--- src/rtl/rate_limit_pkg.sv ---
// Constants for the per-queue rate limiter of one switch port.
// Assumes a 100 MHz core clock; everything is in the core clock domain.
package rate_limit_pkg;

    ////////////////////////////////////////////////////////////////////////
    // Setting encoding
    localparam int unsigned SETTING_W      = 7;
    localparam int unsigned QUEUES         = 4;
    localparam logic [6:0]  CODE_OFF       = 7'h00;   // No limit, reset value
    localparam logic [6:0]  CODE_MBPS_MAX  = 7'h63;   // 99 Mbps
    localparam logic [6:0]  CODE_FULL      = 7'h64;   // 100, no limit
    localparam logic [6:0]  CODE_SLOW_MIN  = 7'h65;   // 101, 64 kbps
    localparam logic [6:0]  CODE_SLOW_MAX  = 7'h73;   // 115, 960 kbps
    localparam logic [6:0]  CODE_10M_MAX   = 7'h09;   // 9 Mbps on a 10 Mbps port
    localparam int unsigned KBPS_PER_MBPS  = 1000;
    localparam int unsigned KBPS_STEP      = 64;

    ////////////////////////////////////////////////////////////////////////
    // Credit and timing
    localparam int unsigned RATE_W         = 17;      // Up to 99000 kbps
    localparam int unsigned CREDIT_W       = 20;      // Signed bit credit
    localparam int unsigned RATIO_W        = 7;
    localparam int unsigned RATIO_SHIFT    = 7;       // Ratio 128 means full rate
    localparam int unsigned LEN_W          = 11;      // Frame bytes, up to 2047
    localparam int unsigned BITS_PER_BYTE_SHIFT = 3;
    localparam int unsigned REFILL_NS      = 1000000; // One refill per 1 ms
    localparam int unsigned CLK_NS         = 10;
    localparam int unsigned REFILL_CYCLES  = REFILL_NS / CLK_NS;
    localparam int unsigned BURST_BITS     = 131072;  // Bucket ceiling

    ////////////////////////////////////////////////////////////////////////
    // Queue modes
    typedef enum logic [1:0]
    {
        QMODE_ONE  = 2'h0,
        QMODE_TWO  = 2'h1,
        QMODE_FOUR = 2'h2
    } queue_mode_t;

endpackage : rate_limit_pkg

--- src/rtl/credit_bucket.sv ---
// One token bucket: credit in bits, refilled by pulses, spent per frame.
// Assumes refill and requests come from logic on the same clock.
`timescale 1ns/1ps
`default_nettype none

module credit_bucket #(
    parameter int unsigned CREDIT_W = 20,
    parameter int unsigned LEN_W    = 11,
    parameter int unsigned CAP      = 131072
) (
    input  wire logic                clk,
    input  wire logic                rst,
    input  wire logic                ce,
    input  wire logic                refill,
    input  wire logic [CREDIT_W-2:0] increment,
    input  wire logic                unlimited,
    input  wire logic                request,
    input  wire logic [LEN_W-1:0]    frame_bytes,
    output var  logic                grant,
    output var  logic                blocked
);

    localparam logic signed [CREDIT_W-1:0] CAP_S = CREDIT_W'(CAP);

    // Refuse sizes whose credit or frame cost would overflow the register
    if (CAP >= (1 << (CREDIT_W - 1)) || LEN_W + 3 >= CREDIT_W - 1)
    begin : g_bad_size
        $error("credit_bucket: CAP or LEN_W too large for CREDIT_W");
    end

    logic signed [CREDIT_W-1:0] credit;
    logic signed [CREDIT_W-1:0] next_credit;
    logic signed [CREDIT_W:0]   sum;
    logic                       take;

    ////////////////////////////////////////////////////////////////////////
    // Per-frame admission: a frame goes while credit is positive and may
    // drive it negative, so a big frame never waits forever (no starvation).
    assign take = request && !grant && (unlimited || credit > 0);

    always_comb
    begin
        sum = {credit[CREDIT_W-1], credit};
        if (refill)
            sum = sum + (CREDIT_W+1)'({1'b0, increment});
        if (take && !unlimited)
            sum = sum - (CREDIT_W+1)'({frame_bytes, 3'h0});
        if (unlimited)
            next_credit = '0;                          // A new limit starts empty, no burst
        else if (sum > (CREDIT_W+1)'(CAP_S))
            next_credit = CAP_S;                       // Saturate at burst ceiling
        else
            next_credit = sum[CREDIT_W-1:0];
    end

    // Credit register
    always_ff @(posedge clk or posedge rst)
    begin
        if (rst)
            credit <= '0;
        else if (ce)
            credit <= next_credit;
    end

    // Grant pulse and stall flag
    always_ff @(posedge clk or posedge rst)
    begin
        if (rst)
        begin
            grant   <= 1'b0;
            blocked <= 1'b0;
        end
        else if (ce)
        begin
            grant   <= take;
            blocked <= request && !take && !grant;
        end
    end

endmodule : credit_bucket

`default_nettype wire

--- src/rtl/rate_limit_code_decoder.sv ---
// Decodes four 7-bit queue rate settings of one port and shapes frames.
// Assumes settings, speed, mode and ratios are static registers on clk,
// and each queue holds its request with a frame length until granted.
`timescale 1ns/1ps
`default_nettype none

// Behaviour
// Each queue setting is seven bits, same code for ingress and egress.
// At 100 Mbps codes 1 to 99 limit to that many Mbps.
// At 10 Mbps codes 1 to 9 limit to that many Mbps.
// Codes 0 and 100 mean no limit; settings reset to 0.
// Codes from 101 give limits in 64 kbps steps below 1 Mbps.
// Software sets two- or four-queue mode before priority ingress limiting.
// With several egress queues the top queue gets its exact rate.
// Lower queues get bandwidth scaled by their queue ratio settings.
// Each queue's frames are shaped by the rate its setting decodes to.
// Undefined codes above 115 mean no limit.
module rate_limit_code_decoder #(
    parameter int unsigned REFILL_CYCLES = rate_limit_pkg::REFILL_CYCLES,
    parameter int unsigned BURST_BITS    = rate_limit_pkg::BURST_BITS
) (
    input  wire logic                                   clk,
    input  wire logic                                   rst,
    input  wire logic                                   ce,
    input  wire logic                                   speed_100,
    input  wire logic [1:0]                             queue_mode,
    input  wire logic [3:0][rate_limit_pkg::SETTING_W-1:0] queue_setting,
    input  wire logic [3:0][rate_limit_pkg::RATIO_W-1:0]   queue_ratio,
    input  wire logic [3:0]                             frame_request,
    input  wire logic [3:0][rate_limit_pkg::LEN_W-1:0]     frame_bytes,
    output var  logic [3:0]                             frame_grant,
    output var  logic [3:0]                             queue_blocked,
    output var  logic [3:0]                             queue_limited
);

    // Refuse periods the 24-bit refill counter cannot hold; a period of
    // one cycle would leave no room between pulses.
    if (REFILL_CYCLES < 2 || REFILL_CYCLES > 32'h00FF_FFFF)
    begin : g_bad_refill
        $error("rate_limit_code_decoder: REFILL_CYCLES out of range");
    end

    // Refuse a ceiling below one full-length frame, or the longest frame
    // could never find its credit after a long idle.
    if (BURST_BITS < (1 << (rate_limit_pkg::LEN_W + rate_limit_pkg::BITS_PER_BYTE_SHIFT)))
    begin : g_bad_burst
        $error("rate_limit_code_decoder: BURST_BITS below one frame");
    end

    ////////////////////////////////////////////////////////////////////////
    // Code decoding

    // Codes 10 to 99 on a 10 Mbps port would ask for at least what the wire
    // carries, so they decode as no limit rather than as a silent cap.
    // Rate in kbps for a setting, zero meaning no limit
    function automatic logic [rate_limit_pkg::RATE_W-1:0] decode_kbps(
        input logic [6:0] code,
        input logic       fast
    );
        logic [31:0] k;
        k = 32'h0000_0000;
        if (code == rate_limit_pkg::CODE_OFF || code == rate_limit_pkg::CODE_FULL)
            k = 32'h0000_0000;
        else if (code <= rate_limit_pkg::CODE_MBPS_MAX)
        begin
            if (fast || code <= rate_limit_pkg::CODE_10M_MAX)
                k = 32'(code) * rate_limit_pkg::KBPS_PER_MBPS;
        end
        else if (code <= rate_limit_pkg::CODE_SLOW_MAX)
            k = 32'(code - rate_limit_pkg::CODE_FULL) * rate_limit_pkg::KBPS_STEP;
        else
            k = 32'h0000_0000;
        return k[rate_limit_pkg::RATE_W-1:0];
    endfunction : decode_kbps

    // Index of the highest-priority queue in use; a reserved mode code
    // gives queue 0, as one-queue mode does, though queues 1 to 3 are still ratio-scaled.
    function automatic logic [1:0] top_queue(input logic [1:0] mode);
        logic [1:0] t;
        unique case (mode)
            rate_limit_pkg::QMODE_FOUR: t = 2'h3;
            rate_limit_pkg::QMODE_TWO:  t = 2'h1;
            default:                    t = 2'h0;
        endcase
        return t;
    endfunction : top_queue

    // Bits added per refill: exact for the top queue, ratio/128 below it.
    // A tiny ratio still yields one bit, so a lower queue slows but never
    // stops outright while its code asks for a limit.
    function automatic logic [rate_limit_pkg::CREDIT_W-2:0] scale_rate(
        input logic [rate_limit_pkg::RATE_W-1:0]  rate,
        input logic [rate_limit_pkg::RATIO_W-1:0] ratio,
        input logic                               scaled_queue
    );
        logic [31:0] s;
        s = 32'(rate);
        if (scaled_queue)
            s = (32'(rate) * 32'(ratio)) >> rate_limit_pkg::RATIO_SHIFT;
        if (s == 32'h0000_0000 && rate != '0)
            s = 32'h0000_0001;                                              // Never starve fully
        return s[rate_limit_pkg::CREDIT_W-2:0];
    endfunction : scale_rate

    ////////////////////////////////////////////////////////////////////////
    // Refill timer: one pulse per refill period, shared by all queues.
    // A common pulse keeps the queues' rates in step; the cost is that a
    // burst of short frames can land just before or after a pulse, so
    // rates only hold when averaged over several periods.

    logic [23:0] refill_count;
    logic        refill;

    always_ff @(posedge clk or posedge rst)
    begin
        if (rst)
        begin
            refill_count <= '0;
            refill       <= 1'b0;
        end
        else if (ce)
        begin
            if (refill_count == 24'(REFILL_CYCLES - 1))
            begin
                refill_count <= '0;
                refill       <= 1'b1;
            end
            else
            begin
                refill_count <= refill_count + 24'h00_0001;
                refill       <= 1'b0;
            end
        end
    end

    ////////////////////////////////////////////////////////////////////////
    // Per-queue decode: rate and increment worked out combinationally,
    // then one register per concern. The multiply stays ahead of the
    // registers, so the bucket's adder sees only a flop; the price is one
    // cycle of lag after a setting changes.

    logic [3:0][rate_limit_pkg::RATE_W-1:0]   kbps;
    logic [3:0]                               scaled_queue;
    logic [3:0]                               limit_now;
    logic [3:0][rate_limit_pkg::CREDIT_W-2:0] next_increment;
    logic [3:0][rate_limit_pkg::CREDIT_W-2:0] increment;
    logic [3:0]                               unlimited;
    logic [1:0]                               top;

    assign top = top_queue(queue_mode);

    // Rate per queue; outside one-queue mode only the top queue is exempt from the ratio
    always_comb
    begin
        for (int q = 0; q < 4; q++)
        begin
            kbps[q]           = decode_kbps(queue_setting[q], speed_100);
            limit_now[q]      = (kbps[q] != '0);
            scaled_queue[q]   = (2'(q) != top) && (queue_mode != rate_limit_pkg::QMODE_ONE);
            next_increment[q] = scale_rate(kbps[q], queue_ratio[q], scaled_queue[q]);
        end
    end

    // Bits added per refill; equal to kbps when a refill period is 1 ms.
    // Other periods scale every rate by the same factor.
    always_ff @(posedge clk or posedge rst)
    begin
        if (rst)
            increment <= '0;
        else if (ce)
            increment <= next_increment;
    end

    // Bucket bypass; reads unlimited in reset so no queue stalls at start.
    // Unlimited also empties the credit, so a new limit starts without burst.
    always_ff @(posedge clk or posedge rst)
    begin
        if (rst)
            unlimited <= '1;
        else if (ce)
            unlimited <= ~limit_now;
    end

    // Status flag for the port, one cycle behind a setting change.
    // Software reads it to see whether a code took effect at this speed.
    always_ff @(posedge clk or posedge rst)
    begin
        if (rst)
            queue_limited <= '0;
        else if (ce)
            queue_limited <= limit_now;
    end

    ////////////////////////////////////////////////////////////////////////
    // One bucket per queue. Admission is per frame: a frame goes while
    // credit is above zero and may overdraw it, so a long frame is never
    // starved, and the debt is paid back out of later refills.

    for (genvar q = 0; q < 4; q++)
    begin : g_bucket
        credit_bucket #(
            .CREDIT_W (rate_limit_pkg::CREDIT_W),
            .LEN_W    (rate_limit_pkg::LEN_W),
            .CAP      (BURST_BITS)
        ) u_bucket (
            .clk         (clk),
            .rst         (rst),
            .ce          (ce),
            .refill      (refill),
            .increment   (increment[q]),
            .unlimited   (unlimited[q]),
            .request     (frame_request[q]),
            .frame_bytes (frame_bytes[q]),
            .grant       (frame_grant[q]),
            .blocked     (queue_blocked[q])
        );
    end

endmodule : rate_limit_code_decoder

`default_nettype wire

--- config.mk ---
export PLATFORM = sky130hd
export DESIGN_NAME = rate_limit_code_decoder
export DESIGN_NICKNAME = d
export VERILOG_FILES = /design/src/rtl/rate_limit_pkg.sv /design/src/rtl/credit_bucket.sv /design/src/rtl/rate_limit_code_decoder.sv
export SDC_FILE = /design/constraint.sdc
export NUM_CORES = 2
export LEC_CHECK = 0
export BUFFER_PORTS_ARGS = -buffer_cell sky130_fd_sc_hd__buf_2
export CORE_ASPECT_RATIO = 0.6
export CORE_UTILIZATION = 65
export CTS_BUF_LIST = sky130_fd_sc_hd__clkbuf_8
export CTS_CLUSTER_DIAMETER = 60
export DETAILED_ROUTE_END_ITERATION = 7
export PLACE_DENSITY = 0.83
export SKIP_CTS_REPAIR_TIMING = 1
export SLEW_MARGIN = 40
export SYNTH_ARGS = -nofsm -noshare
export SYNTH_HDL_FRONTEND = slang
export SYNTH_HIERARCHICAL = 1
export SYNTH_SLANG_ARGS = --single-unit
--- constraint.sdc ---
create_clock -name clk -period 5.45 [get_ports clk]
set_input_delay 0.2725 -clock clk [delete_from_list [all_inputs] [get_ports clk]]
set_output_delay 0.2725 -clock clk [all_outputs]
set_load 0.01 [all_outputs]
# After elaboration in Yosys (flattened, before gate mapping)
# Cells that the tools add are included.
word_totals:
  n_memories: 0
  rom_bits: 0
  ramBits: 0
  inputBits: 110
  output_inout_bits: 12
  latch_bits: 0
  elab_cells: 181
  reg_bits: 197
op_classes:
  n_eq_ne: 10
  mul: 8
  reduce_logical: 66
  div: 0
  addsub: 13
  n_lt_le_gt_ge: 20
  mux: 43
  n_bitwise: 1
  shift: 0
ops:
  columns: ["cell", "count"]
  rows:
  - ["$mux 17", 20]
  - ["$mux 21", 8]
  - ["$mux 20", 8]
  - ["$logic_not 32->1", 4]
  - ["$mul 17x7->24", 4]
  - ["$add 20x20->21", 4]
  - ["$gt 21x19->1 const B", 4]
  - ["$sub 21x14->21", 4]
  - ["$gt 20x1->1 const B", 4]
  - ["$mux 19", 4]
  - ["$reduce_bool 17->1", 4]
  - ["$le 7x7->1 const B", 8]
  - ["$mul 7x7->14 const B", 4]
  - ["$sub 7x7->8 const B", 4]
  - ["$eq 7x7->1 const B", 4]
  - ["$le 7x4->1 const B", 4]
  - ["$logic_and 1x1->1", 28]
  - ["$logic_not 7->1", 4]
  - ["$add 24x1->24 const B", 1]
  - ["$eq 24x17->1 const B", 1]
  - ["$mux 24", 1]
  - ["$logic_not 1->1", 12]
  - ["$logic_or 1x1->1", 12]
  - ["$ne 2x2->1 const A", 2]
  - ["other kinds (7)", 8]

# Depth between registers and ports, before layout
logic_depth:
  depth_word: 10
  ltp_mapped: 36
  depth_no_buf: 35

# By module
# The synthesis kept the hierarchy.
by_module_without_submodules:
  columns: ["mod", "n_inst", "area_per_inst_um2", "cells_each", "seq_area_each_um2"]
  rows:
  - ["rate_limit_code_decoder", 1, 23727.8, 2718, 2532.4]
  - ["credit_bucket (g_bucket[0].u_bucket ...)", 2, 3449.6, 443, 550.5]
  - ["credit_bucket (g_bucket[1].u_bucket)", 1, 3393.3, 418, 550.5]
  - ["credit_bucket (g_bucket[3].u_bucket)", 1, 3306.9, 426, 550.5]

# Worst setup path before layout
# No wires, ideal clock.
synth_timing:
  path_type: "input-to-reg"
  start: "in queue_setting[7] in the netlist's numbering"
  end: "reg increment[19] in the netlist's numbering"
  setup_slack_ns: -2.780
  arrival_time_ns: 8.164
  n_path_buf: 0
  stages: 32
  cell_sequence: "fa_1 -> inv_1 -> fa_1 -> fa_1 -> fa_1 -> inv_1 -> ha_1 -> o21a_1 -> o31a_1 -> o311ai_0 -> o211ai_1 -> a21oi_1 -> nand2_1 -> fa_1 -> inv_1 -> fa_1 -> fa_1 -> inv_1 -> fa_1 -> inv_1 -> ha_1 -> a21o_1 -> a21oi_1 -> o211ai_1 -> a21o_1 -> a21oi_1 -> o21ai_0 -> xnor2_1 -> a211oi_1 -> nand4_1 -> nor4_1 -> a31o_1"
synth_via:
  elab_chain_len: 10
  word_cells_on_any_way: 19
  cone_classes: "add/sub: 1; mul: 2; order compare: 3; eq/ne: 1; mux: 6; reduce/logical: 6"
synth_rtl:
  columns: ["element", "line", "text"]
  rows:
  - ["start: declaration", "rate_limit_code_decoder.sv:27", "input wire logic [3:0][rate_limit_pkg::SETTING_W-1:0] queue_setting,"]
  - ["parallel branches: the longest is 4 deep, another holds $mul 7x7->14", null, null]
  - ["$mux 17 *", "rate_limit_code_decoder.sv:62", "if (code == rate_limit_pkg::CODE_OFF || code == rate_limit_pkg::CODE_FULL)"]
  - ["$mul 17x7->24", "rate_limit_code_decoder.sv:99", "s = (32'(rate) * 32'(ratio)) >> rate_limit_pkg::RATIO_SHIFT;"]
  - ["$mux 17", "rate_limit_code_decoder.sv:98", "if (scaled_queue)"]
  - ["$logic_not 32->1", "rate_limit_code_decoder.sv:100", "if (s == 32'h0000_0000 && rate != '0)"]
  - ["$logic_and 1x1->1", "rate_limit_code_decoder.sv:100", null]
  - ["$mux 19 *", "rate_limit_code_decoder.sv:100", null]
  - ["end signal: assignment", "rate_limit_code_decoder.sv:171", "increment <= next_increment;"]
  - ["end: declaration", "rate_limit_code_decoder.sv:146", "logic [3:0][rate_limit_pkg::CREDIT_W-2:0] increment;"]
# Every way passes the cells marked *.
# A chain may end at the register's enable or synchronous reset.

# Worst setup path in the final report
layout_timing:
  start: "in queue_setting[3] in the netlist's numbering"
  end: "reg increment[0] in the netlist's numbering"
# Same word-level chain as after synthesis.

==> results_dict.tcl <==
set metrics [dict create \
    min_period_ps 7950 \
    r2r_end "g_bucket[3].u_bucket/credit[2]$_DFFE_PP0P_" \
    synth_top_area_share_pct 16.7 \
    die_area_mm2 0.0584 \
    synthFlopType "dfrtp_1" \
    max-cap-violations 0 \
    grt_pass1_wl_um 192000 \
    holdPathStages 3 \
    overflow 0 \
    grt_max_degree 65 \
    synthTopCellsByArea "fa_1 (17%), ha_1 (16%), dfrtp_1 (12%)" \
    ant_nets 0 \
    synth_edf_count 0 \
    cpMaxStageDelayCell "fa_1" \
    path_class "input pin to register" \
    num-fill-cells 3097 \
    met3WireLength_um 17000 \
    synth_seq_cells 189 \
    synth_largest_area_cell "fa_1" \
    path_clk_slew_ps 100 \
    drive_gt1_share_pct 29.4 \
    crit_arrival_ps 8420 \
    path_depth 32 \
    fmax_mhz 126 \
    min_period_over_period_pct 146 \
    wl_per_cell_um 22.5 \
    gp_congestion 1.02 \
    end_kind "register" \
    wl_met1_um 53700 \
    setup_viol 64 \
    routed.top_layer "met4" \
    cp_common_cell "fa_1" \
    skew_ps 38.5 \
    post-place-ws_ps -2770 \
    ys_seq_area_share_pct 12.7 \
    grt_setup_unrepaired "yes" \
    cts_tree "done" \
    htreeDepth 4 \
    num_io_pins 122 \
    clock_sinks 189 \
    dr.pass1.iters 8 \
    area_delta_synth_final_pct 27.4 \
    drc 0 \
    io_buffers 121 \
    fp.dieW_um 311 \
    status "complete, but fails checks" \
    die_y_um 188 \
    finalHoldViolCount 0 \
    num_vias 39200 \
    rrSetupSlack_ps 90 \
    cts_buffers 25 \
    grtUsageTotal_pct 40.2 \
    slew_headroom_pct 37.4 \
    start_util_pct 66.4 \
    worstSetupStartpointType "input pin" \
    finalMaxSlewViolations 0 \
    cts_root_buf "clkbuf_8" \
    first_iter_violations 5435 \
    row_count 67 \
    coreArea_mm2 0.0563 \
    antenna_found_initial 3 \
    grt_pass1_vias 36300 \
    worstMarginPinSlew_ps 940 \
    cts_max_path_buffers 3 \
    hpwlAfterDp_um 96400 \
    dr_wl_met2_um 57100 \
    crit_fanout 8 \
    syn_inst 4448 \
    r2r_start "increment[57]$_DFFE_PP0P_" \
    layout_setup_ws_ps -2500 \
    worst_ep_required_time_ps 5920 \
    yosys_warnings 6 \
    crit_family "adder cells" \
    synth.distinct_cells 123 \
    vias_per_cell 6.61 \
    violations "setup timing" \
    final_nets 6064 \
    finalWirelength_um 134000 \
    hold_end "g_bucket[1].u_bucket/grant$_DFFE_PP0P_" \
    holdCritStartpoint "frame_request[1]" \
    synth_area_mm2 0.0373 \
    hold_class "input pin to register" \
    synthArstFlopShare_pct 100 \
    postSynthAreaPerCell_um2 8.39 \
    multiInputGateArea_mm2 0.0331 \
    regArea_mm2 0.00474 \
    clock_latency_ps 560 \
    worst_r2r_path_depth 19 \
    max_stage_delay_ps 550 \
    worst-path-buf-inv 7 \
]
-- routing by layer --
metal	vias to the layer above	track usage (%)
met4	0	7.48
li1	17100	-
met5	-	0
met1	18700	60.2
met2	2879	59.1
met3	569	9.26
-- metrics by stage --
step           std cells  TNS [ps]  area [um^2]  hold WS, ps  util [%]
6_report            5933   -111490        47500         21.6      84.5
5_1_grt             5932   -122460        47500         36.2      84.5
4_1_cts             5840   -102810        44600         -150      79.4
3_5_place_dp        5807   -139280        44200          460      78.6
3_3_place_gp        5807   -130680        44200          459      78.6
2_1_floorplan       4455    -89540        38700          262         -
-- worst max path at each step --
| stage | startpoint | endpoint | slack, ps |
|---|---|---|---|
| after floorplan | queue_setting[21] | increment[57]$_DFFE_PP0P_ | -2320 |
| after global placement | queue_setting[21] | increment[57]$_DFFE_PP0P_ | -2610 |
| after detailed placement | queue_setting[21] | increment[57]$_DFFE_PP0P_ | -2770 |
| after CTS | queue_setting[9] | increment[19]$_DFFE_PP0P_ | -2220 |
| after global routing | queue_setting[3] | increment[0]$_DFFE_PP0P_ | -2650 |
| final | queue_setting[3] | increment[0]$_DFFE_PP0P_ | -2500 |
-- state kept, by name (all words and copies together), names as in the netlist --
signal                     flops
queue_limited                  4
increment                     68
g_bucket.u_bucket/blocked      4
unlimited                      4
refill                         1
g_bucket.u_bucket/credit      80
refill_count                  24
g_bucket.u_bucket/grant        4
-- cell usage after synthesis (21+ instances only) --
master    instances
inv_1           525
ha_1            477
nand2_1         428
fa_1            312
nor2_1          268
a21oi_1         259
dfrtp_1         185
and2_1          151
o21ai_0         151
xnor2_1         121
nand3_1         114
clkbuf_1         98
nor3_1           89
xor2_1           81
and3_1           76
a21o_1           67
o211ai_1         57
nor2b_1          51
nand4_1          49
o21a_1           47
mux2i_1          45
a31oi_1          43
a211oi_1         35
nand2b_1         35
nor4_1           35
or3_1            34
o22ai_1          33
o31ai_1          26
o21ai_1          23
mux2_2           22
a211o_1          21
-- tightest hold or removal path: cells and delay by family --
family | cells | cell delay [ps]
buf+inv | 1 | 100
simple gates | 1 | 90
compound gates | 1 | 70
-- layout by cell type, fill, tap and decap left out, drive strengths merged, types with 34 or more instances in the layout --
| cell | instances |
|---|---|
| nor4 | 37 |
| nor3 | 90 |
| o22ai | 51 |
| nand2 | 429 |
| fa | 312 |
| mux2i | 45 |
| buf | 819 |
| inv | 520 |
| nand2b | 35 |
| o21a | 47 |
| a211oi | 44 |
| a31oi | 46 |
| nor2b | 53 |
| ha | 477 |
| xnor2 | 121 |
| dfrtp | 185 |
| nor2 | 272 |
| or3 | 34 |
| and3 | 76 |
| nand4 | 51 |
| xor2 | 81 |
| a21oi | 272 |
| o211ai | 64 |
| and2 | 159 |
| nand3 | 116 |
| a21o | 69 |
| o21ai | 176 |
-- cells by family after synthesis --
group	count (synthesis)	share of synthesized area (%)
muxes	68	1.90
xor gates and xnor gates	202	4.74
other	1	0.0100
and+or+nand+nor	1431	19.4
buffers and inverters	666	7.03
AOI/OAI and AO/OA	1102	21.5
DFF	189	12.7
adders and majority gates	789	32.7
-- final cells by class --
| cell class | instances | area share (%) |
|---|---|---|
| diodes | 3 | 0.0158 |
| flip-flops and latches | 189 | 9.97 |
| clock buffers | 27 | 0.782 |
| multi-input cells | 3600 | 69.7 |
| inverters | 528 | 4.27 |
| clock inverters | 6 | 0.0684 |
| well taps | 759 | 2.00 |
| repair buffers | 821 | 13.2 |
Power is left out: the tool's default activity adds up to more than one toggle a clock period on the data nets, which glitch-free logic cannot reach.
